==> config.mk <==
export PLATFORM = sky130hd
export DESIGN_NAME = trap_interrupt_sequencer
export DESIGN_NICKNAME = d
export VERILOG_FILES = /design/src/common/trap_seq_pkg.sv /design/src/hw/trap_interrupt_sequencer.sv
export SDC_FILE = /design/constraint.sdc
export NUM_CORES = 1
export LEC_CHECK = 0
export BUFFER_PORTS_ARGS = -buffer_cell sky130_fd_sc_hd__buf_2
export CORE_MARGIN = 3
export CORE_UTILIZATION = 35
export CTS_CLUSTER_SIZE = 16
export DETAILED_ROUTE_END_ITERATION = 10
export GPL_TIMING_DRIVEN = 0
export PLACE_DENSITY = 0.54
export SLEW_MARGIN = 20
export SYNTH_ARGS = -nofsm -noshare
export SYNTH_HDL_FRONTEND = slang
export SYNTH_SLANG_ARGS = --single-unit
==> constraint.sdc <==
create_clock -name core_clk_in -period 2.8 [get_ports core_clk_in]
set_input_delay 0.56 -clock core_clk_in [delete_from_list [all_inputs] [get_ports core_clk_in]]
set_output_delay 0.56 -clock core_clk_in [all_outputs]
set_load 0.01 [all_outputs]
==> src/common/trap_seq_pkg.sv <==
// Package: constants, enums and carrier structs of the trap and interrupt sequencer
package trap_seq_pkg;
	localparam logic [3:0]  REG_CTRL        = 4'h0;
	localparam logic [3:0]  REG_STATUS      = 4'h4;
	localparam logic [3:0]  REG_REASON      = 4'h8;
	localparam int          CTRL_BUS16      = 0;
	localparam int          CTRL_MODE_LO    = 1;
	localparam logic [2:0]  CTRL_RESET      = 3'h0;
	localparam logic [1:0]  RESP_OKAY       = 2'h0;
	localparam logic [1:0]  RESP_SLVERR     = 2'h2;
	localparam int          MSW_SS_BIT      = 8;
	localparam int          MSW_SSP_BIT     = 9;
	localparam int          MSW_HALT_EN_BIT = 10;
	localparam int          MSW_USER_BIT    = 14;
	localparam logic [15:0] MSW_IRQ_EN_MASK = 16'h007f;
	localparam logic [1:0]  IRQ_A           = 2'h0;
	localparam logic [1:0]  IRQ_NMI         = 2'h1;
	localparam logic [1:0]  IRQ_B           = 2'h2;
	localparam logic [1:0]  IRQ_C           = 2'h3;
	localparam logic [1:0]  ST_ACK_PREFIX   = 2'h3;
	localparam logic [1:0]  MODE_0          = 2'h0;
	localparam logic [1:0]  MODE_1          = 2'h1;
	localparam logic [1:0]  MODE_2          = 2'h2;
	localparam logic [1:0]  MODE_3          = 2'h3;

	typedef enum logic [2:0] {
		SEQ_IDLE  = 3'b000,
		SEQ_ACK   = 3'b001,
		SEQ_PUSH  = 3'b010,
		SEQ_VECT  = 3'b011,
		SEQ_FATAL = 3'b100
	} seq_state_t;

	typedef enum logic [3:0] {
		CLS_NONE   = 4'b0000,
		CLS_EXTI   = 4'b0001,
		CLS_PRIV   = 4'b0010,
		CLS_SC     = 4'b0011,
		CLS_AV     = 4'b0100,
		CLS_SSO    = 4'b0101,
		CLS_DIV    = 4'b0110,
		CLS_STEP   = 4'b0111,
		CLS_HALT   = 4'b1000,
		CLS_INTEXT = 4'b1001,
		CLS_ONCHIP = 4'b1010
	} exc_class_t;

	typedef struct packed {
		logic        insn_start;
		logic        block_iter;
		logic        halt_insn;
		logic        trap_valid;
		exc_class_t  trap_kind;
		logic        operand_valid;
		logic [15:0] msw;
		logic [15:0] insn_addr;
		logic [15:0] next_addr;
		logic [15:0] operand_addr;
		logic [15:0] template_addr;
		logic [15:0] sc_imm;
	} exec_info_t;

	typedef struct packed {
		logic [3:0]  awaddr;
		logic        awvalid;
		logic [31:0] wdata;
		logic [3:0]  wstrb;
		logic        wvalid;
		logic        bready;
		logic [3:0]  araddr;
		logic        arvalid;
		logic        rready;
	} axi_req_t;

	typedef struct packed {
		logic        awready;
		logic        wready;
		logic        bvalid;
		logic [1:0]  bresp;
		logic        arready;
		logic        rvalid;
		logic [31:0] rdata;
		logic [1:0]  rresp;
	} axi_rsp_t;
endpackage : trap_seq_pkg

==> src/hw/trap_interrupt_sequencer.sv <==
// Design: exception sequencer with acknowledge cycles, status push and AXI4-Lite registers
// How it works
// RL1: Halt met with halt-breakpoint enable set raises the halt breakpoint trap.
// RL2: Halt breakpoint pushes the halt instruction address, then the status word.
// RL3: Extension trap pushes next address, status word, operand address if any, template.
// RL4: Supervisor call pushes next address, status word, 16-bit immediate reason code.
// RL5: Privileged, access and division traps push trapping address, then status word.
// RL6: Re-executed traps push the status word with step-pending cleared.
// RL7: Step-enable and step-pending are loaded from the vector table status word.
// RL8: Interrupts only between instructions or between block instruction iterations.
// RL9: Traps found during execution are served before pending interrupts.
// RL10: 8-bit bus type lines: A 00, nonmaskable 01, B 10, C 11.
// RL11: 8-bit bus skips acknowledge for nonmaskable modes 0-2 and maskable mode 1.
// RL12: 8-bit bus reads one byte on low data lines during acknowledge.
// RL13: Mode 0 maskable repeats acknowledge cycles until a complete instruction.
// RL14: 16-bit bus acknowledges every external interrupt, type on status lines.
// RL15: 16-bit bus reads a word; modes 2 and 3 use its low byte as vector.
// RL16: Acknowledge runs in system mode; system mode holds until service start.
// RL17: Modes 0-2 start in system mode; mode 3 takes table status word.
// RL18: On-chip interrupts use mode 3 without acknowledge; traps never acknowledge.
// RL19: Mode 3 pushes PC, status word, reason; modes 1-2 PC; mode 0 nonmaskable PC.
// RL20: External mode 3 reason is acknowledge data, upper byte zero on 8-bit bus.
// RL21: On-chip interrupt reason is the vector table offset of its entry.
// RL22: Saved PC is next address, or block instruction address between iterations.
// RL23: An access violation on any status push enters the fatal condition.
// RL24: At instruction start take step trap if pending, then copy step-enable.
// RL25: Mode 3 external, on-chip interrupts and traps fetch new status from table.
// RL26: Each exception is encoded once into a class that selects push and acknowledge.
//
// Implementation choices: register access over AXI4-Lite and the address map.
`timescale 1ns/1ps
module trap_interrupt_sequencer
	import trap_seq_pkg::*;
(
	input  wire logic        core_clk_in,
	input  wire logic        rst_n_in,
	input  wire exec_info_t  exec_in,
	input  wire logic [3:0]  irq_ext_in,
	input  wire logic        irq_onchip_in,
	input  wire logic [15:0] onchip_offset_in,
	input  wire logic [7:0]  low_data_lines_in,
	input  wire logic [7:0]  high_data_lines_in,
	input  wire logic        ack_ready_in,
	input  wire logic        insn_complete_in,
	input  wire logic        push_ack_in,
	input  wire logic        push_fault_in,
	input  wire logic        vector_msw_valid_in,
	input  wire logic [15:0] vector_msw_in,
	input  wire axi_req_t    axi_in,
	output axi_rsp_t         axi_out,
	output logic             ack_cycle_out,
	output logic             addr_strobe_out,
	output logic             ack_type_low_line_out,
	output logic             ack_type_high_line_out,
	output logic [3:0]       bus_status_lines_out,
	output logic             push_valid_out,
	output logic [15:0]      push_data_out,
	output logic             vector_fetch_out,
	output logic [7:0]       irq_vector_out,
	output logic             system_mode_out,
	output logic             service_start_out,
	output logic [15:0]      service_msw_out,
	output logic             step_pending_out,
	output logic             fatal_out
);
	typedef struct packed {
		seq_state_t       st;
		exc_class_t       cls;
		logic [1:0]       irq_type;
		logic             as_phase;
		logic [3:0][15:0] words;
		logic [2:0]       n_words;
		logic [2:0]       idx;
		logic [15:0]      saved_pc;
		logic [15:0]      saved_msw;
		logic [15:0]      reason;
		logic [7:0]       vector;
		logic             step_pending;
		logic             sys_mode;
		logic             fatal;
		logic             vec_req;
		logic             svc_start;
		logic [15:0]      svc_msw;
		logic [2:0]       ctrl;
		logic             aw_got;
		logic             w_got;
		logic [3:0]       aw_addr;
		logic [7:0]       w_byte;
		logic             w_lane0;
		axi_rsp_t         axi;
		logic             ack_cycle;
		logic             addr_strobe;
		logic [1:0]       ack_type;
		logic [3:0]       bus_status;
		logic             push_valid;
		logic [15:0]      push_data;
	} core_state_t;

	core_state_t s;
	core_state_t next_s;

	// Classes whose new status word and PC come from the vector table
	function automatic logic uses_table(input exc_class_t c, input logic [1:0] m);
		uses_table = (c == CLS_ONCHIP) || (c == CLS_INTEXT && m == MODE_3) ||
			(c != CLS_INTEXT && c != CLS_NONE); // RL25
	endfunction : uses_table

	// Re-executed traps: pushed status word loses its step-pending bit
	function automatic logic reexec(input exc_class_t c);
		reexec = (c == CLS_PRIV) || (c == CLS_AV) || (c == CLS_DIV) || (c == CLS_HALT); // RL6
	endfunction : reexec

	logic       bus16;
	logic [1:0] int_mode;
	logic       boundary;
	logic       halt_bp;
	logic [1:0] pick;
	logic       any_ext;
	logic       need_ack;
	logic [15:0] cur_msw;
	logic [15:0] ack_word;

	always_comb begin
		bus16    = s.ctrl[CTRL_BUS16];
		int_mode = s.ctrl[CTRL_MODE_LO +: 2];
		boundary = exec_in.insn_start || exec_in.block_iter; // RL8
		halt_bp  = exec_in.halt_insn && exec_in.msw[MSW_HALT_EN_BIT]; // RL1
		any_ext  = |irq_ext_in;
		// Nonmaskable wins, then A, B, C; on-chip requests come after all external ones
		if (irq_ext_in[IRQ_NMI]) begin
			pick = IRQ_NMI;
		end else if (irq_ext_in[IRQ_A]) begin
			pick = IRQ_A;
		end else if (irq_ext_in[IRQ_B]) begin
			pick = IRQ_B;
		end else begin
			pick = IRQ_C;
		end
		need_ack = bus16 || // RL14
			!((pick == IRQ_NMI && int_mode != MODE_3) ||
			(pick != IRQ_NMI && int_mode == MODE_1)); // RL11
		cur_msw = exec_in.msw;
		cur_msw[MSW_SSP_BIT] = s.step_pending;
		ack_word = bus16 ? {high_data_lines_in, low_data_lines_in}
			: {8'h00, low_data_lines_in}; // RL12 RL20
	end

	always_comb begin
		next_s = s;
		next_s.svc_start = 1'b0;
		next_s.addr_strobe = 1'b0;
		case (s.st)
			SEQ_IDLE: begin
				if (exec_in.trap_valid || halt_bp) begin // RL9
					next_s.cls = halt_bp ? CLS_HALT : exec_in.trap_kind; // RL26
					next_s.saved_msw = reexec(next_s.cls) ?
						(cur_msw & ~(16'h0001 << MSW_SSP_BIT)) : cur_msw; // RL6
					next_s.words[1] = next_s.saved_msw;
					next_s.n_words = 3'h2;
					if (reexec(next_s.cls)) begin
						next_s.words[0] = exec_in.insn_addr; // RL2 RL5
					end else begin
						next_s.words[0] = exec_in.next_addr;
					end
					if (next_s.cls == CLS_SC) begin
						next_s.words[2] = exec_in.sc_imm; // RL4
						next_s.n_words = 3'h3;
					end else if (next_s.cls == CLS_EXTI) begin
						if (exec_in.operand_valid) begin // RL3
							next_s.words[2] = exec_in.operand_addr;
							next_s.words[3] = exec_in.template_addr;
							next_s.n_words = 3'h4;
						end else begin
							next_s.words[2] = exec_in.template_addr;
							next_s.n_words = 3'h3;
						end
					end
					next_s.idx = 3'h0;
					next_s.sys_mode = 1'b1;
					next_s.push_valid = 1'b1; // RL18
					next_s.st = SEQ_PUSH;
					if (exec_in.insn_start) begin
						next_s.step_pending = exec_in.msw[MSW_SS_BIT]; // RL24
					end
				end else if (exec_in.insn_start && s.step_pending) begin
					next_s.cls = CLS_STEP; // RL24
					next_s.saved_msw = cur_msw & ~(16'h0001 << MSW_SSP_BIT);
					next_s.words[0] = exec_in.insn_addr;
					next_s.words[1] = next_s.saved_msw;
					next_s.n_words = 3'h2;
					next_s.idx = 3'h0;
					next_s.sys_mode = 1'b1;
					next_s.push_valid = 1'b1;
					next_s.step_pending = exec_in.msw[MSW_SS_BIT];
					next_s.st = SEQ_PUSH;
				end else begin
					if (exec_in.insn_start) begin
						next_s.step_pending = exec_in.msw[MSW_SS_BIT]; // RL24
					end
					if (boundary && (any_ext || irq_onchip_in)) begin // RL8
						// Block instruction resumes from its own address
						next_s.saved_pc = exec_in.block_iter ?
							exec_in.insn_addr : exec_in.next_addr; // RL22
						next_s.saved_msw = cur_msw;
						next_s.sys_mode = 1'b1; // RL16
						next_s.idx = 3'h0;
						next_s.n_words = 3'h0;
						if (any_ext) begin
							next_s.cls = CLS_INTEXT;
							next_s.irq_type = pick;
							next_s.reason = 16'h0000;
							if (need_ack) begin
								next_s.st = SEQ_ACK;
								next_s.as_phase = 1'b1;
								next_s.addr_strobe = 1'b1;
								next_s.ack_cycle = 1'b1;
								next_s.ack_type = pick; // RL10
								next_s.bus_status = {ST_ACK_PREFIX, pick}; // RL14
							end else begin
								next_s.st = SEQ_PUSH;
							end
						end else begin
							next_s.cls = CLS_ONCHIP; // RL18
							next_s.reason = onchip_offset_in; // RL21
							next_s.st = SEQ_PUSH;
						end
					end
				end
			end
			SEQ_ACK: begin
				next_s.as_phase = 1'b0;
				if (!s.as_phase && ack_ready_in) begin
					next_s.reason = ack_word; // RL20
					if (int_mode == MODE_2 || int_mode == MODE_3) begin
						next_s.vector = ack_word[7:0]; // RL15
					end
					if (int_mode == MODE_0 && s.irq_type != IRQ_NMI && !insn_complete_in) begin
						next_s.as_phase = 1'b1; // RL13
						next_s.addr_strobe = 1'b1;
					end else begin
						next_s.ack_cycle = 1'b0;
						next_s.st = SEQ_PUSH;
					end
				end
			end
			SEQ_PUSH: begin
				// Interrupt words are built here so the acknowledge data is already held
				if (s.cls == CLS_INTEXT || s.cls == CLS_ONCHIP) begin
					if (s.n_words == 3'h0 && !s.push_valid) begin
						next_s.words[0] = s.saved_pc;
						next_s.words[1] = s.saved_msw;
						next_s.words[2] = s.reason;
						if (s.cls == CLS_ONCHIP || int_mode == MODE_3) begin
							next_s.n_words = 3'h3; // RL19
						end else if (int_mode == MODE_0 && s.irq_type != IRQ_NMI) begin
							next_s.n_words = 3'h0;
						end else begin
							next_s.n_words = 3'h1;
						end
						next_s.push_valid = (next_s.n_words != 3'h0);
						next_s.idx = 3'h0;
						if (next_s.n_words == 3'h0) begin
							next_s.st = SEQ_VECT;
						end
					end
				end
				if (s.push_valid && push_ack_in) begin
					if (push_fault_in) begin
						next_s.push_valid = 1'b0;
						next_s.fatal = 1'b1; // RL23
						next_s.st = SEQ_FATAL;
					end else if (s.idx + 3'h1 == s.n_words) begin
						next_s.push_valid = 1'b0;
						next_s.st = SEQ_VECT;
					end else begin
						next_s.idx = s.idx + 3'h1;
					end
				end
				if (next_s.st == SEQ_VECT && uses_table(s.cls, int_mode)) begin
					next_s.vec_req = 1'b1; // RL25
				end
			end
			SEQ_VECT: begin
				if (!s.vec_req) begin
					// Modes 0-2: system mode, stepping and maskable enables cleared
					next_s.svc_msw = s.saved_msw & ~MSW_IRQ_EN_MASK &
						~(16'h0001 << MSW_USER_BIT) & ~(16'h0001 << MSW_SS_BIT) &
						~(16'h0001 << MSW_SSP_BIT); // RL17
					next_s.svc_start = 1'b1;
					next_s.sys_mode = 1'b0;
					next_s.st = SEQ_IDLE;
				end else if (vector_msw_valid_in) begin
					next_s.vec_req = 1'b0;
					next_s.svc_msw = vector_msw_in; // RL17
					next_s.step_pending = vector_msw_in[MSW_SSP_BIT]; // RL7
					next_s.svc_start = 1'b1;
					next_s.sys_mode = 1'b0; // RL16
					next_s.st = SEQ_IDLE;
				end
			end
			SEQ_FATAL: begin
				// Held until reset; no further exceptions are taken
				next_s.fatal = 1'b1;
			end
			default: begin
				next_s.st = SEQ_IDLE;
			end
		endcase
		next_s.push_data = next_s.words[next_s.idx[1:0]];

		// AXI4-Lite slave; address and data are taken in either order
		if (axi_in.awvalid && s.axi.awready) begin
			next_s.aw_got = 1'b1;
			next_s.aw_addr = axi_in.awaddr;
		end
		if (axi_in.wvalid && s.axi.wready) begin
			next_s.w_got = 1'b1;
			next_s.w_byte = axi_in.wdata[7:0];
			next_s.w_lane0 = axi_in.wstrb[0];
		end
		if (s.axi.bvalid && axi_in.bready) begin
			next_s.axi.bvalid = 1'b0;
		end
		if (next_s.aw_got && next_s.w_got && !next_s.axi.bvalid) begin
			next_s.aw_got = 1'b0;
			next_s.w_got = 1'b0;
			next_s.axi.bvalid = 1'b1;
			next_s.axi.bresp = RESP_SLVERR;
			if ({next_s.aw_addr[3:2], 2'b00} == REG_CTRL) begin
				next_s.axi.bresp = RESP_OKAY;
				if (next_s.w_lane0) begin
					next_s.ctrl = next_s.w_byte[2:0];
				end
			end else if ({next_s.aw_addr[3:2], 2'b00} == REG_STATUS ||
				{next_s.aw_addr[3:2], 2'b00} == REG_REASON) begin
				next_s.axi.bresp = RESP_OKAY;
			end
		end
		next_s.axi.awready = !next_s.aw_got;
		next_s.axi.wready = !next_s.w_got;
		if (s.axi.rvalid && axi_in.rready) begin
			next_s.axi.rvalid = 1'b0;
		end
		if (axi_in.arvalid && s.axi.arready) begin
			next_s.axi.rvalid = 1'b1;
			next_s.axi.rresp = RESP_OKAY;
			case ({axi_in.araddr[3:2], 2'b00})
				REG_CTRL: next_s.axi.rdata = {29'h0, s.ctrl};
				REG_STATUS: next_s.axi.rdata = {16'h0, s.step_pending, s.sys_mode,
					s.fatal, s.ack_cycle, s.cls, s.irq_type, s.vec_req, s.push_valid,
					1'b0, s.st};
				REG_REASON: next_s.axi.rdata = {8'h0, s.vector, s.reason};
				default: begin
					next_s.axi.rdata = 32'h0;
					next_s.axi.rresp = RESP_SLVERR;
				end
			endcase
		end
		next_s.axi.arready = !next_s.axi.rvalid;
	end

	always_ff @(posedge core_clk_in or negedge rst_n_in) begin
		if (!rst_n_in) begin
			s <= '0;
		end else begin
			s <= next_s;
		end
	end

	always_comb begin
		axi_out                = s.axi;
		ack_cycle_out          = s.ack_cycle;
		addr_strobe_out        = s.addr_strobe;
		ack_type_low_line_out  = s.ack_type[0];
		ack_type_high_line_out = s.ack_type[1];
		bus_status_lines_out   = s.bus_status;
		push_valid_out         = s.push_valid;
		push_data_out          = s.push_data;
		vector_fetch_out       = s.vec_req;
		irq_vector_out         = s.vector;
		system_mode_out        = s.sys_mode;
		service_start_out      = s.svc_start;
		service_msw_out        = s.svc_msw;
		step_pending_out       = s.step_pending;
		fatal_out              = s.fatal;
	end
endmodule : trap_interrupt_sequencer

==> results.md, run 1 <==
- In this run, post-CTS hold repair placed 0 buffers.
- Power spread over the standard cell area amounts to 1050 mW/mm2.
- The final reports fail on hold timing.
- The number of flops mapped to enable cells by yosys is 0.
- The level count of the clock H-tree is 1.
- The average wire per standard cell is 19.5 um.
- The largest incremental delay on the critical path is slightly below 0.6 ns.
- The maximum buffer depth of the clock tree is 3.
- The largest individual stage delay along the critical path comes from the cell sky130_fd_sc_hd__or4_4.
- After synthesis, the netlist uses 60 different library cells.
- In this run, the number of DRC markers left after iteration 0 of detailed routing was 679.
- The post-layout utilization of the core is 45.1%.
- The flow ran to the end, but the final reports show violations.
- The first global-routing pass estimated roughly 57,000 um of wire.
- Broken down by cell family, the worst path's largest delay share belongs to simple AND/OR/NAND/NOR gates.
- The routed via count divided by cell count is 5.08.
- Together, buffers and inverters on the worst path number 1.
- Clock-pin slew was measured on the worst setup and hold paths at 0.06 ns.
- The die extent in x is 187 um.
- The CTS root buffer is sky130_fd_sc_hd__clkbuf_16.
- Global routing consumed, over all layers together, roughly a fifth of the routing resources.
- The summed negative setup slack over all endpoints is 0 ns.
- The total area inside the core boundary comes to 0.0319 mm2.
- In the synthesized netlist the dominant register cell turns out to be sky130_fd_sc_hd__dfrtp_1.
- The largest fanout on the critical path is 10.
- The final hold violation count is 5.
- The layout has 3,195 filler cells.
- The die covers 0.0348 mm2.
- In the post-route analysis, the smallest setup slack over all paths is 0.117 ns.
- The clock arrives with around 0.011 ns of skew.
- The total power of the final layout is ~15 mW.
- The critical path goes through or4_4 > nor3_2 > nor3_2 > o22ai_2 > buf_4 > mux2i_1 > mux2i_1.
- Counting every instance in the synthesized netlist gives 1,152.
- The worst relative slew slack is 41.0%.
- The pre-CTS setup slack is -0.525 ns.
- At the pin with the least slew margin, the transition time is 0.886 ns.
- The capturing element type of the critical path is a flop.
- For this run, the number of Yosys warnings is 0.
- Max-cap violations in this run came to 0.
- 0 antenna diodes ended up in the layout.
- The finished layout cell area is 0.0144 mm2.
- The worst setup path is of the flop to flop kind.
- Static timing analysis puts the maximum clock frequency at roughly 370 MHz.
- The quantity of I/O buffers inserted on ports is approximately 260.
- The DRC violations left is 0.
- The clock insertion delay at the later pin of the skew report is 0.53 ns.
- After synthesis, flip-flops and latches occupy 48.4% of the total area.
- Once placement finished, the instance area stood at 0.0134 mm2.
- The via count of the first global-routing pass is 9,744.
- Measured along the y axis, the die boundary spans 187 um.
- The global placement routability congestion is 0.835.
- The total area of multi-input combinational cells is 0.00499 mm2.
- The share of layout cells above drive strength 1 is between 30% and 40%.
- Row generation in the floorplan step produced 65 rows.
- TritonCTS built the clock tree.
- The top cell types in the final layout, fill and taps aside, are sky130_fd_sc_hd__buf_2, sky130_fd_sc_hd__dfrtp_1, sky130_fd_sc_hd__nand2_1, sky130_fd_sc_hd__o21ai_0, sky130_fd_sc_hd__buf_4.
- Each instance of the synthesized netlist takes up on average 9.92 um2.
- The starting utilization of the core area is 35.8%.
- The final-report setup violation count is 0.
- The CTS buffer count is 26.
- The overall overflow remaining after global route is 0.
- VDD sags by at most roughly 0.51 mV.
- In this run the critical register-to-register path is launched from s[165].
- Once detailed placement completed, the half-perimeter wirelength came to 28,600 um.
- For this run, the detailed router's first-pass iteration total came to 5.
- In this run the remaining antenna-violating nets after routing total 0.
- The number of I/O pins is around 310.
- Clock tree synthesis found a total of 221 sinks.
- The critical path launch point is s[165].
- The post-layout minimum cycle time is approximately 2.7 ns.
- Setup repair after global routing could not meet its margin everywhere.
- The number of nets in the layout is between 1,500 and 2,000.
- The cell area that synthesis handed to floorplanning was 0.0114 mm2.
- The final cycle utilization of the critical path is 95.8%.
- Leaving out fill and tap cells, the most frequent cell in the layout is sky130_fd_sc_hd__buf_2.
- Hold timing on the final database bottoms out at a slack of -0.00933 ns.
- The area added between synthesis and finish is 25.9%.
- The number of synthesized register bits is 221.
- The number of antenna violations at the first check in global routing was 1.
- The startpoint type of the worst setup path is a flop.
- The arrival time of the worst setup path is ~3.1 ns.
- Across the whole layout, storage elements account for 0.00553 mm2.
- Entering global routing, the biggest net connects 92 pins.
- Counting flops with an async set or reset pin after synthesis yields a share of 100%.
- The total number of vias is 9,699.
- The class of the most critical hold timing path is primary input to asynchronous set/reset pin.
- The count of final max-slew check failures is 0.
- The leakage power figure is between 7 and 8 nW.
- The total wire length after detailed routing is 37,300 um.
- For the worst setup path, the data required time is 3.18 ns.
[report_power, final]
part           leakage [nW]  internal (mW)  switching, mW  total [mW]
Sequential             2.79           4.45          0.802        5.25
Combinational          3.86           2.77           3.78        6.56
Clock                 0.420           2.00           1.32        3.32
Total                  7.07           9.22           5.91        15.1
[synth_stat cells (18+ instances only)]
cell                       count  area share (%)
sky130_fd_sc_hd__mux2i_1      92             8.1
sky130_fd_sc_hd__nand2_1     174             5.7
sky130_fd_sc_hd__buf_4        89             5.8
sky130_fd_sc_hd__nor2_1       28            0.92
sky130_fd_sc_hd__a21oi_1      35             1.5
sky130_fd_sc_hd__clkbuf_1     44             1.4
sky130_fd_sc_hd__o211ai_1     18             1.2
sky130_fd_sc_hd__dfrtp_1     221              48
sky130_fd_sc_hd__o21ai_0     117             5.1
sky130_fd_sc_hd__nor2b_1      18            0.99
sky130_fd_sc_hd__inv_1        31             1.0
sky130_fd_sc_hd__a22oi_1      79             5.2
sky130_fd_sc_hd__mux2_2       40             3.9
[worst register-to-register path, stage by stage (launching register included)]
cell and delay [ns]:
sky130_fd_sc_hd__dfrtp_1 0.43, sky130_fd_sc_hd__or4_4 0.58, sky130_fd_sc_hd__nor3_2 0.42, sky130_fd_sc_hd__nor3_2 0.13
sky130_fd_sc_hd__o22ai_2 0.21, sky130_fd_sc_hd__buf_4 0.28, sky130_fd_sc_hd__mux2i_1 0.35, sky130_fd_sc_hd__mux2i_1 0.15
[area by class of cell]
cell class | count | share of cell area [%]
Clock inverter | 7 | 0.444
Multi-Input combinational cell | 758 | 34.7
Clock buffer | 38 | 5.40
Timing Repair Buffer | 270 | 9.97
Inverter | 32 | 0.835
Tap cell | 435 | 3.78
Buffer | 149 | 6.44
Sequential cell | 221 | 38.5
[per-layer routing]
metal  part of all wire (%)  vias up  track usage [%]
met2                     48      284             35.1
met4                    2.1        2             4.89
met3                    4.9       48             3.23
met1                     45     4704             28.0
met5                  0.035        -                0
li1                       -     4661                -
[registers in the layout, indices dropped and copies added, names as in the netlist, named ones only]
| name | flops |
|---|---|
| vector_fetch_out | 1 |
| addr_strobe_out | 1 |
| bus16 | 1 |
| fatal_out | 1 |
| s | 136 |
| service_start_out | 1 |
| axi_out | 31 |
| push_valid_out | 1 |
| bus_status_lines_out | 2 |
| push_data_out | 16 |
| irq_vector_out | 8 |
| ack_type_low_line_out | 1 |
| int_mode | 2 |
| service_msw_out | 16 |
| ack_cycle_out | 1 |
| system_mode_out | 1 |
[stage by stage]
stage | hold slack, ns | instances
3_3_place_gp | 0.460 | 1853
3_5_place_dp | 0.463 | 1855
4_1_cts | 0.0173 | 1904
2_1_floorplan | 0.264 | 1161
5_1_grt | 0.0303 | 1910
6_report | -0.00933 | 1910
[kinds of logic after synthesis]
logic type / Yosys count / share of synthesized area (%)
AO/OA/AOI/OAI: 326 / 18.4
AND/OR/NAND/NOR: 285 / 11.5
flip-flops: 221 / 48.4
buffers and inverters: 182 / 9.06
multiplexers: 132 / 12.0
XOR/XNOR: 4 / 0.427
adder cells (fa/ha/maj): 1 / 0.109
other: 1 / 0.0328
[timing repair]
action | in CTS | in global routing
pin swaps | 3 | 3
setup endpoints to repair | 36 | 53
gates resized for setup | 12 | 28
setup buffers | 4 | 7
gates cloned | 0 | 0
[final timing paths]
path | end | slack (ns) | depth (start not counted)
setup / recovery | push_data_out[13] | 0.12 | 7
hold / removal | push_data_out[8] | -0.009 | 1
setup reg to reg | push_data_out[13] | 0.12 | 7
hold reg to reg | s[131] | 0.48 | 2
max in group asynchronous | axi_out[14] | 1.95 | 2
min in group core_clk_in | s[140] | 0.25 | 3
Note: power is estimated with default switching activity, not from simulation.
==> inputs of run 2 (changes only) <==
BUFFER_PORTS_ARGS = -buffer_cell sky130_fd_sc_hd__buf_4   (was -buffer_cell sky130_fd_sc_hd__buf_2)
==> run 2 against run 1 <==
Against the previous run:
- sequential power is essentially flat
- the flow now finishes without violations
- largest power group unchanged
- global-route usage grew 0.12 points
- routed wire length grew 1.4%
==> results.md, run 2 (synthesis gave the netlist of run 1 again) <==
- The flow ran to the end, and the final reports show no timing, DRC or antenna violations.
- For this run, design rule violations remaining after detail routing come to 0.
- The slowest cell on the critical path is sky130_fd_sc_hd__dfrtp_1.
- The via count of the first global-routing pass is 9,739.
- Detailed placement ended at an HPWL of slightly below 30,000 um.
- The setup check on the worst reg-to-reg path leaves a slack of roughly 0.12 ns.
- Setup repair after global routing could not meet its margin everywhere.
- The hold-critical path endpoint is s[129].
- The core box area is 0.0319 mm2.
- Timing would allow up to 373 MHz.
- The worst reg2reg path endpoint is push_data_out[14].
- STA puts the critical path data required time at 3.22 ns.
- The number of nets in the layout is around 1,700.
- In the layout the commonest cells are sky130_fd_sc_hd__buf_4, sky130_fd_sc_hd__dfrtp_1, sky130_fd_sc_hd__nand2_1, sky130_fd_sc_hd__o21ai_0, sky130_fd_sc_hd__mux2i_1.
- The overall global routing resource usage is 20.9%.
- The die is around 190 um tall.
- The tool flagged a number of max-cap violations equal to 0.
- The worst setup path is of the flop to flop kind.
- The worst setup path is launched from a flop.
- The worst hold path passes through 3 cells.
- The maximum buffer depth of the clock tree is 3.
- The transition time at the pin with the least slew margin is 0.891 ns.
- The clock reaches the later pin of the worst-skew pair after 0.54 ns.
- The final hold violation count was 0.
- The level count of the clock H-tree is 1.
- The signal on the critical path passes through ha_1 > xnor3_1 > a311oi_2 > nor2b_2 > nand2_1 > nand2_2 > buf_4 > mux2i_1.
- The starting utilization of the core area is 35.8%.
- The final cycle utilization of the critical path is about 96%.
- The total number of vias is 9,702.
- Headroom to the max-slew limit came out at between 40 and 50%.
- The number of antenna violations at the first check in global routing came to 3.
- The number of clock buffers added by TritonCTS is 25.
- The number of DRC markers in iteration 0 is 717.
- Input and output buffers added on the ports amount to 257.
- Setup violations remaining at the end of the flow were counted as 0.
- The maximum vdd ir drop is 0.596 mV.
- The die extent in x is ~190 um.
- The share of layout cells above drive strength 1 is 32.9%.
- At the worst endpoint, the arrival time is 3.10 ns.
- In this run the count of I/O pins placed on the die edge is 309.
- The total area of multi-input combinational cells is about 0.0050 mm2.
- The maximum number of pins on one net before global-route repair is 96.
- The global placement routability congestion is 0.832.
- In this run the remaining antenna-violating nets after routing total 0.
- The die covers 0.0348 mm2.
- The total iterations of the first detailed-routing run is 5.
- At the end of the flow the core is filled with cells to 47.2%.
- The total wire length after detailed routing is 37,800 um.
- The total clock sinks is around 220.
- The length in cells of the worst reg-to-reg path is 8.
- The largest incremental delay on the critical path is 0.48 ns.
- The setup clock skew after layout is between 0.015 and 0.02 ns.
- The clock transition time at the flip-flop clock pins of the worst setup and hold paths is around 0.060 ns.
- The number of fillers in the final layout is 3,129.
- The capturing element type of the critical path is a flop.
- The post-layout minimum cycle time is 2.68 ns.
- The number of placed cells counting well taps is 1,855.
- The cell row count is 65.
- Clock tree synthesis selected as its root buffer the cell sky130_fd_sc_hd__clkbuf_16.
- The startpoint identified for the worst register-to-register timing path is s[161].
- The leakage power figure is just over 7 nW.
- In the final routed layout, each cell accounts on average for 19.7 um.
- In this run the worst hold path is classified as primary input to flop.
- Across the whole layout, storage elements account for 0.00553 mm2.
- The largest fanout on the critical path is 10.
- The routed via count divided by cell count is 5.07.
- Summed over all failing endpoints, the final setup total negative slack is 0 ns.
- The total power per unit cell area is 1040 mW/mm2.
- The CTS tree is built.
- The first global-routing pass estimated around 58,000 um of wire.
- The count of final max-slew check failures is 0.
- The worst hold path begins at exec_in[80].
- Leaving out fill and tap cells, the most frequent cell in the layout is sky130_fd_sc_hd__buf_4.
- The area added between synthesis and finish is 31.6%.
- The register with the most flip-flops in the layout has between 100 and 150 of them.
- Leaving out filler cells and counting taps, the final layout contains 1,914.
- Final hold analysis gives a worst-case slack of 0.230 ns.
- For this run the aggregate overflow at the end of global routing stands at 0.
- The register with the most flip-flops in the final layout is s.
-- run 2: cell count changes in the layout (fill, tap and decap cells not counted), moves of 2 or more --
cell	change
sky130_fd_sc_hd__clkbuf_16	-2
sky130_fd_sc_hd__clkbuf_1	-3
sky130_fd_sc_hd__o21ai_0	+2
sky130_fd_sc_hd__diode_2	+3
sky130_fd_sc_hd__clkinv_2	+4
sky130_fd_sc_hd__bufinv_16	+2
sky130_fd_sc_hd__buf_4	+257
sky130_fd_sc_hd__buf_2	-256
-- run 2: area by class of cell --
cell class,count,share of cell area [%]
diodes,3,0.0499
plain buffers,148,6.13
clock buffers,33,4.76
clock inverters,13,0.957
inverters,32,0.799
multi-input cells,758,33.0
flip-flops and latches,221,36.8
well taps,435,3.62
repair buffers,271,13.9
-- run 2: through the flow --
step | worst slack [ns] | cell area, um2 | power (mW)
after floorplan | 0.403 | 11500 | 9.29
after global placement | -0.671 | 13900 | 11.9
after detailed placement | -0.484 | 14000 | 12.0
after CTS | 0.0160 | 15000 | 15.6
after global routing | 0.0109 | 15000 | 16.6
final | 0.119 | 15000 | 15.6
-- run 2: timing repair --
item,in CTS,in global routing
pin swaps,4,4
endpoints found under the hold margin,4,0
gates resized for setup,12,23
cloned,0,0
setup buffers,7,4
endpoints found under the setup margin,38,39
hold buffers,1,0
-- run 2: worst max-delay path by stage --
stage	startpoint	endpoint	depth (start not counted)
2_1_floorplan	irq_ext_in[2]	push_data_out[10]	7
3_3_place_gp	rst_n_in	service_msw_out[4]	1
3_5_place_dp	irq_ext_in[2]	s[128]	7
4_1_cts	s[239]	push_data_out[13]	9
5_1_grt	flop	push_data_out[9]	7
6_report	s[161]	push_data_out[14]	8
-- run 2: critical path, delay by kind of cell, from the launching register on --
kind	cells	cell delay [ns]
adder cells (fa/ha/maj)	1	0.24
flip-flops	1	0.48
XOR/XNOR	1	0.28
AND/OR/NAND/NOR	3	0.58
multiplexers	1	0.32
buffers and inverters	1	0.28
AO/OA/AOI/OAI	1	0.40
-- run 2: metal layers --
metal / global-route usage, % / routed length, um / vias up
met3: 3.33 / 1990 / 46
met2: 34.8 / 18400 / 299
met5: 0 / 0 / -
met4: 5.09 / 822 / 0
li1: - / - / 4661
met1: 28.6 / 16600 / 4696
-- run 2: report_power, final --
part / switching [mW] / internal (mW)
clock: 1.36 / 2.07
sequential: 0.799 / 4.45
combinational: 3.85 / 3.05
==> inputs of run 3 (changes only) <==
ABC_AREA = 1   (was unset)
PLACE_DENSITY = 0.53   (was 0.54)
==> run 3 against run 2 <==
Against the previous run:
- power up 8.2%
- die area up 13%
- maximum frequency up 3.6%
- worst setup slack better by 0.094 ns
- clock power up 4%
- combinational power up 17%
- critical endpoint is now push_data_out[11]
- largest power group unchanged
==> results.md, run 3 <==
- From synthesis to final layout, the design area changed by 27.3%.
- The region available for standard cell placement spans 0.0360 mm2.
- The via count of the first global-routing pass came to 12,500.
- The worst setup path is captured at a flop.
- After legalization and detailed placement, the total HPWL measured 37,800 um.
- Excluding fillers, the count of instances in the completed layout stands at 2,583.
- The count of final max-slew check failures is 0.
- The number of max-capacitance violations reported is 0.
- In this run the horizontal extent of the chip is 198 um.
- The number of gates resized after CTS was 0.
- The critical path is of the flop to flop type.
- The worst path required time is 3.24 ns.
- The total power of the final layout is 16.9 mW.
- The class of the most critical hold timing path is primary input to flop.
- sky130_fd_sc_hd__dfrtp_1 takes more of the synthesized area than any other cell.
- The count of hold-fix buffers inserted at cts is 1.
- The pre-CTS setup slack is 0.0769 ns.
- For this configuration, the core starts out at a cell density of 35.9%.
- The most repeated cell in the gate-level netlist after synthesis is sky130_fd_sc_hd__nand2_1.
- Counting the buffers created by CTS gives 27.
- The total overflow left after global routing is 0.
- For the worst setup path, the data arrival time is around 3 ns.
- The number of antenna violations at the first check in global routing is 0.
- The final-report setup violation count is 0.
- The CTS root buffer is sky130_fd_sc_hd__clkbuf_16.
- The startpoint type of the worst setup path is a flop.
- The most common cell after layout, fill and taps aside is sky130_fd_sc_hd__nand2_1.
- CTS built an H-tree with a depth of 1.
- The worst relative slew slack is 31.2%.
- Dividing total power by cell area gives a power density of 1020 mW/mm2.
- The number of flops mapped to enable cells by yosys is 0.
- Subtracting the final worst setup slack from the clock period gives between 2 and 3 ns.
- The detailed router finished its first iteration with 928 violations.
- Clock-pin slew was measured on the worst setup and hold paths at 0.06 ns.
- The share of layout cells above drive strength 1 is a little under a quarter.
- The DRC violations left is 0.
- By area, the combinational part of the netlist is dominated by simple AND/OR/NAND/NOR gates.
- The number of nets still failing antenna checks after routing is 0.
- After Yosys synthesis, and, or, nand and nor cells account for 28.6% of the synthesized area.
- After layout, the worst setup slack is between 0.2 and 0.25 ns.
- The number of antenna diodes in the final layout is 0.
- Ranked by total cell area, the synthesized netlist is headed by sky130_fd_sc_hd__dfrtp_1, sky130_fd_sc_hd__nand2_1, sky130_fd_sc_hd__inv_1.
- The number of placed cells counting well taps is 2,533.
- The first global-routing pass estimated 73,100 um of wire.
- The clock arrives with 0.0125 ns of skew.
- The post-synthesis cell count is about 1,800.
- By count the netlist is led by sky130_fd_sc_hd__nand2_1, sky130_fd_sc_hd__inv_1, sky130_fd_sc_hd__dfrtp_1.
- The flip-flop count of the largest register after layout is about 140.
- After Yosys synthesis, full adders, half adders and majority gates account for 0.0967% of the synthesized area.
- The total wire length after detailed routing is slightly below 50,000 um.
- The maximum number of pins on one net before global-route repair is 87.
- The post-synthesis instance area is between 0.01 and 0.015 mm2.
- During synthesis, Yosys emitted a total of 0 warnings.
- Dividing the detail-routed wire length by the instance count gives 18.6 um.
- Timing would allow up to 386 MHz.
- The longest clock path from root to sink contains 3 buffers.
- The number of synthesized register bits is about 220.
- The number of fillers in the final layout is 3,708.
- The main flop type after synthesis is sky130_fd_sc_hd__dfrtp_1.
- The total number of vias is 12,800.
- For the pin with the worst max-slew slack, the measured transition is around 1.0 ns.
- The register bank with the most flops is s.
- The routed via count divided by cell count is 4.94.
- Leaving out fill and tap cells, the most frequent cells in the layout are sky130_fd_sc_hd__nand2_1, sky130_fd_sc_hd__buf_4, sky130_fd_sc_hd__inv_1, sky130_fd_sc_hd__dfrtp_1, sky130_fd_sc_hd__o21ai_0.
- Summing the areas of all compound-gate instances in the mapped netlist gives 12.5% of the synthesized area.
- Along the worst path, the maximum fanout reaches 10.
- The die footprint is 0.0393 mm2.
- The number of nets in the layout is between 2,000 and 2,500.
- The number of setup buffers added after CTS is 0.
- The finished cells cover 0.0165 mm2.
- In this run the count of I/O pins placed on the die edge is 309.
- The distinct cell type count of the synthesized netlist is 45.
- The run finished with clean final reports.
- The final hold violation count is 0.
- The worst path uses 92.4% of the clock period.
- The CTS tree is built.
- The analysis attributes to cell leakage a power of 8.89 nW.
- The portion of synthesized area spent on multiplexers is less than 1%.
- The total clock sinks is 221.
- The die is around 200 um tall.
- The quantity of I/O buffers inserted on ports is 260.
- The first TritonRoute pass finished after 6 iterations.
- Summing the areas of all xor and xnor instances in the mapped netlist gives 0% of the synthesized area.
- The average instance in the mapped netlist occupies 7.18 um2.
- The cell row count is 69.
- The placed standard-cell area is 0.0156 mm2.
- The share of the Yosys chip area taken by registers is 42.8%.
- The overall global routing resource usage is 24.1%.
- The maximum vdd ir drop is 0.466 mV.
- The congestion estimate from routability-driven global placement came to 0.920.
- The clock reaches the later pin of the worst-skew pair after roughly 0.56 ns.
- Setup repair after global routing left no endpoint under its margin.
- Of the post-synthesis cell area, the dominant cell type holds 42.8%.
- Counting flops with an async set or reset pin after synthesis yields a share of between 90% and 100%.
[run 3: changes by cell type in the layout (fill, tap and decap cells not counted), sizes merged, moves of 16 or more]
cell   delta
a21oi    +16
a22oi    -77
buf      +19
inv     +225
mux2     -38
mux2i    -90
nand2   +344
nand3   +156
nand4    +38
nor2     +95
nor2b    -18
o21ai    +71
[run 3: cell families (layout without fill, tap and decap cells)]
group / Yosys count / count (layout)
fa+ha+maj: 1 / 1
simple gates: 863 / 863
buf+inv: 425 / 737
mux: 4 / 4
compound gates: 286 / 286
flops: 221 / 221
other cells: 1 / 10
[run 3: worst paths after layout]
path / cells past startpoint / end / from / slack, ns
max in group asynchronous: 3 / s[191] / rst_n_in / 1.36
worst min register to register: 1 / axi_out[35] / axi_out[34] / 0.48
worst max-delay path: 11 / push_data_out[11] / flop / 0.21
worst max register to register: 11 / push_data_out[11] / flop / 0.21
worst min-delay path: 2 / axi_out[38] / axi_in[6] / 0.19
min in group asynchronous: 2 / s[154] / rst_n_in / 0.56
[run 3: area by class of cell]
cell class / count / area, um2 / area share [%]
flip-flops and latches: 221 / 5530 / 33.6
multi-input cells: 1164 / 5410 / 32.9
repair buffers: 263 / 2020 / 12.3
plain buffers: 167 / 1060 / 6.41
inverters: 258 / 971 / 5.90
clock buffers: 43 / 826 / 5.01
well taps: 461 / 577 / 3.50
clock inverters: 6 / 72.6 / 0.441
[run 3: stage by stage]
stage	hold slack (ns)	setup TNS (ns)	utilization, %
after floorplan	0.264	0	-
after global placement	0.457	-158.37	43.0
after detailed placement	0.463	0	43.2
after CTS	0.161	0	45.7
after global routing	0.214	0	45.7
final	0.189	0	45.7
[run 3: per-layer routing]
| metal | GRT usage [%] | share of wire [%] | vias up |
|---|---|---|---|
| met1 | 33.5 | 45 | 6001 |
| met3 | 3.81 | 6.5 | 72 |
| met2 | 39.3 | 46 | 440 |
| li1 | - | - | 6243 |
| met5 | 0 | 0 | - |
| met4 | 6.55 | 2.7 | 0 |
[run 3: power by group]
group	internal [mW]	total, mW	switching (mW)	leakage [nW]
clock network	2.11	3.57	1.46	0.441
registers	4.49	5.23	0.742	2.77
logic	2.98	8.06	5.08	5.68
total	9.57	16.9	7.28	8.89
[run 3: critical path, stage by stage, from the launching register on]
cell and delay, ns:
sky130_fd_sc_hd__dfrtp_1 0.58, sky130_fd_sc_hd__nand2_1 0.31, sky130_fd_sc_hd__nand2_4 0.18, sky130_fd_sc_hd__buf_4 0.24, sky130_fd_sc_hd__buf_4 0.22, sky130_fd_sc_hd__a21oi_1 0.07, sky130_fd_sc_hd__o21ai_0 0.10, sky130_fd_sc_hd__nand3_1 0.09
sky130_fd_sc_hd__nor2_1 0.32, sky130_fd_sc_hd__nand2_1 0.16, sky130_fd_sc_hd__nand3_1 0.11, sky130_fd_sc_hd__nand2_1 0.08
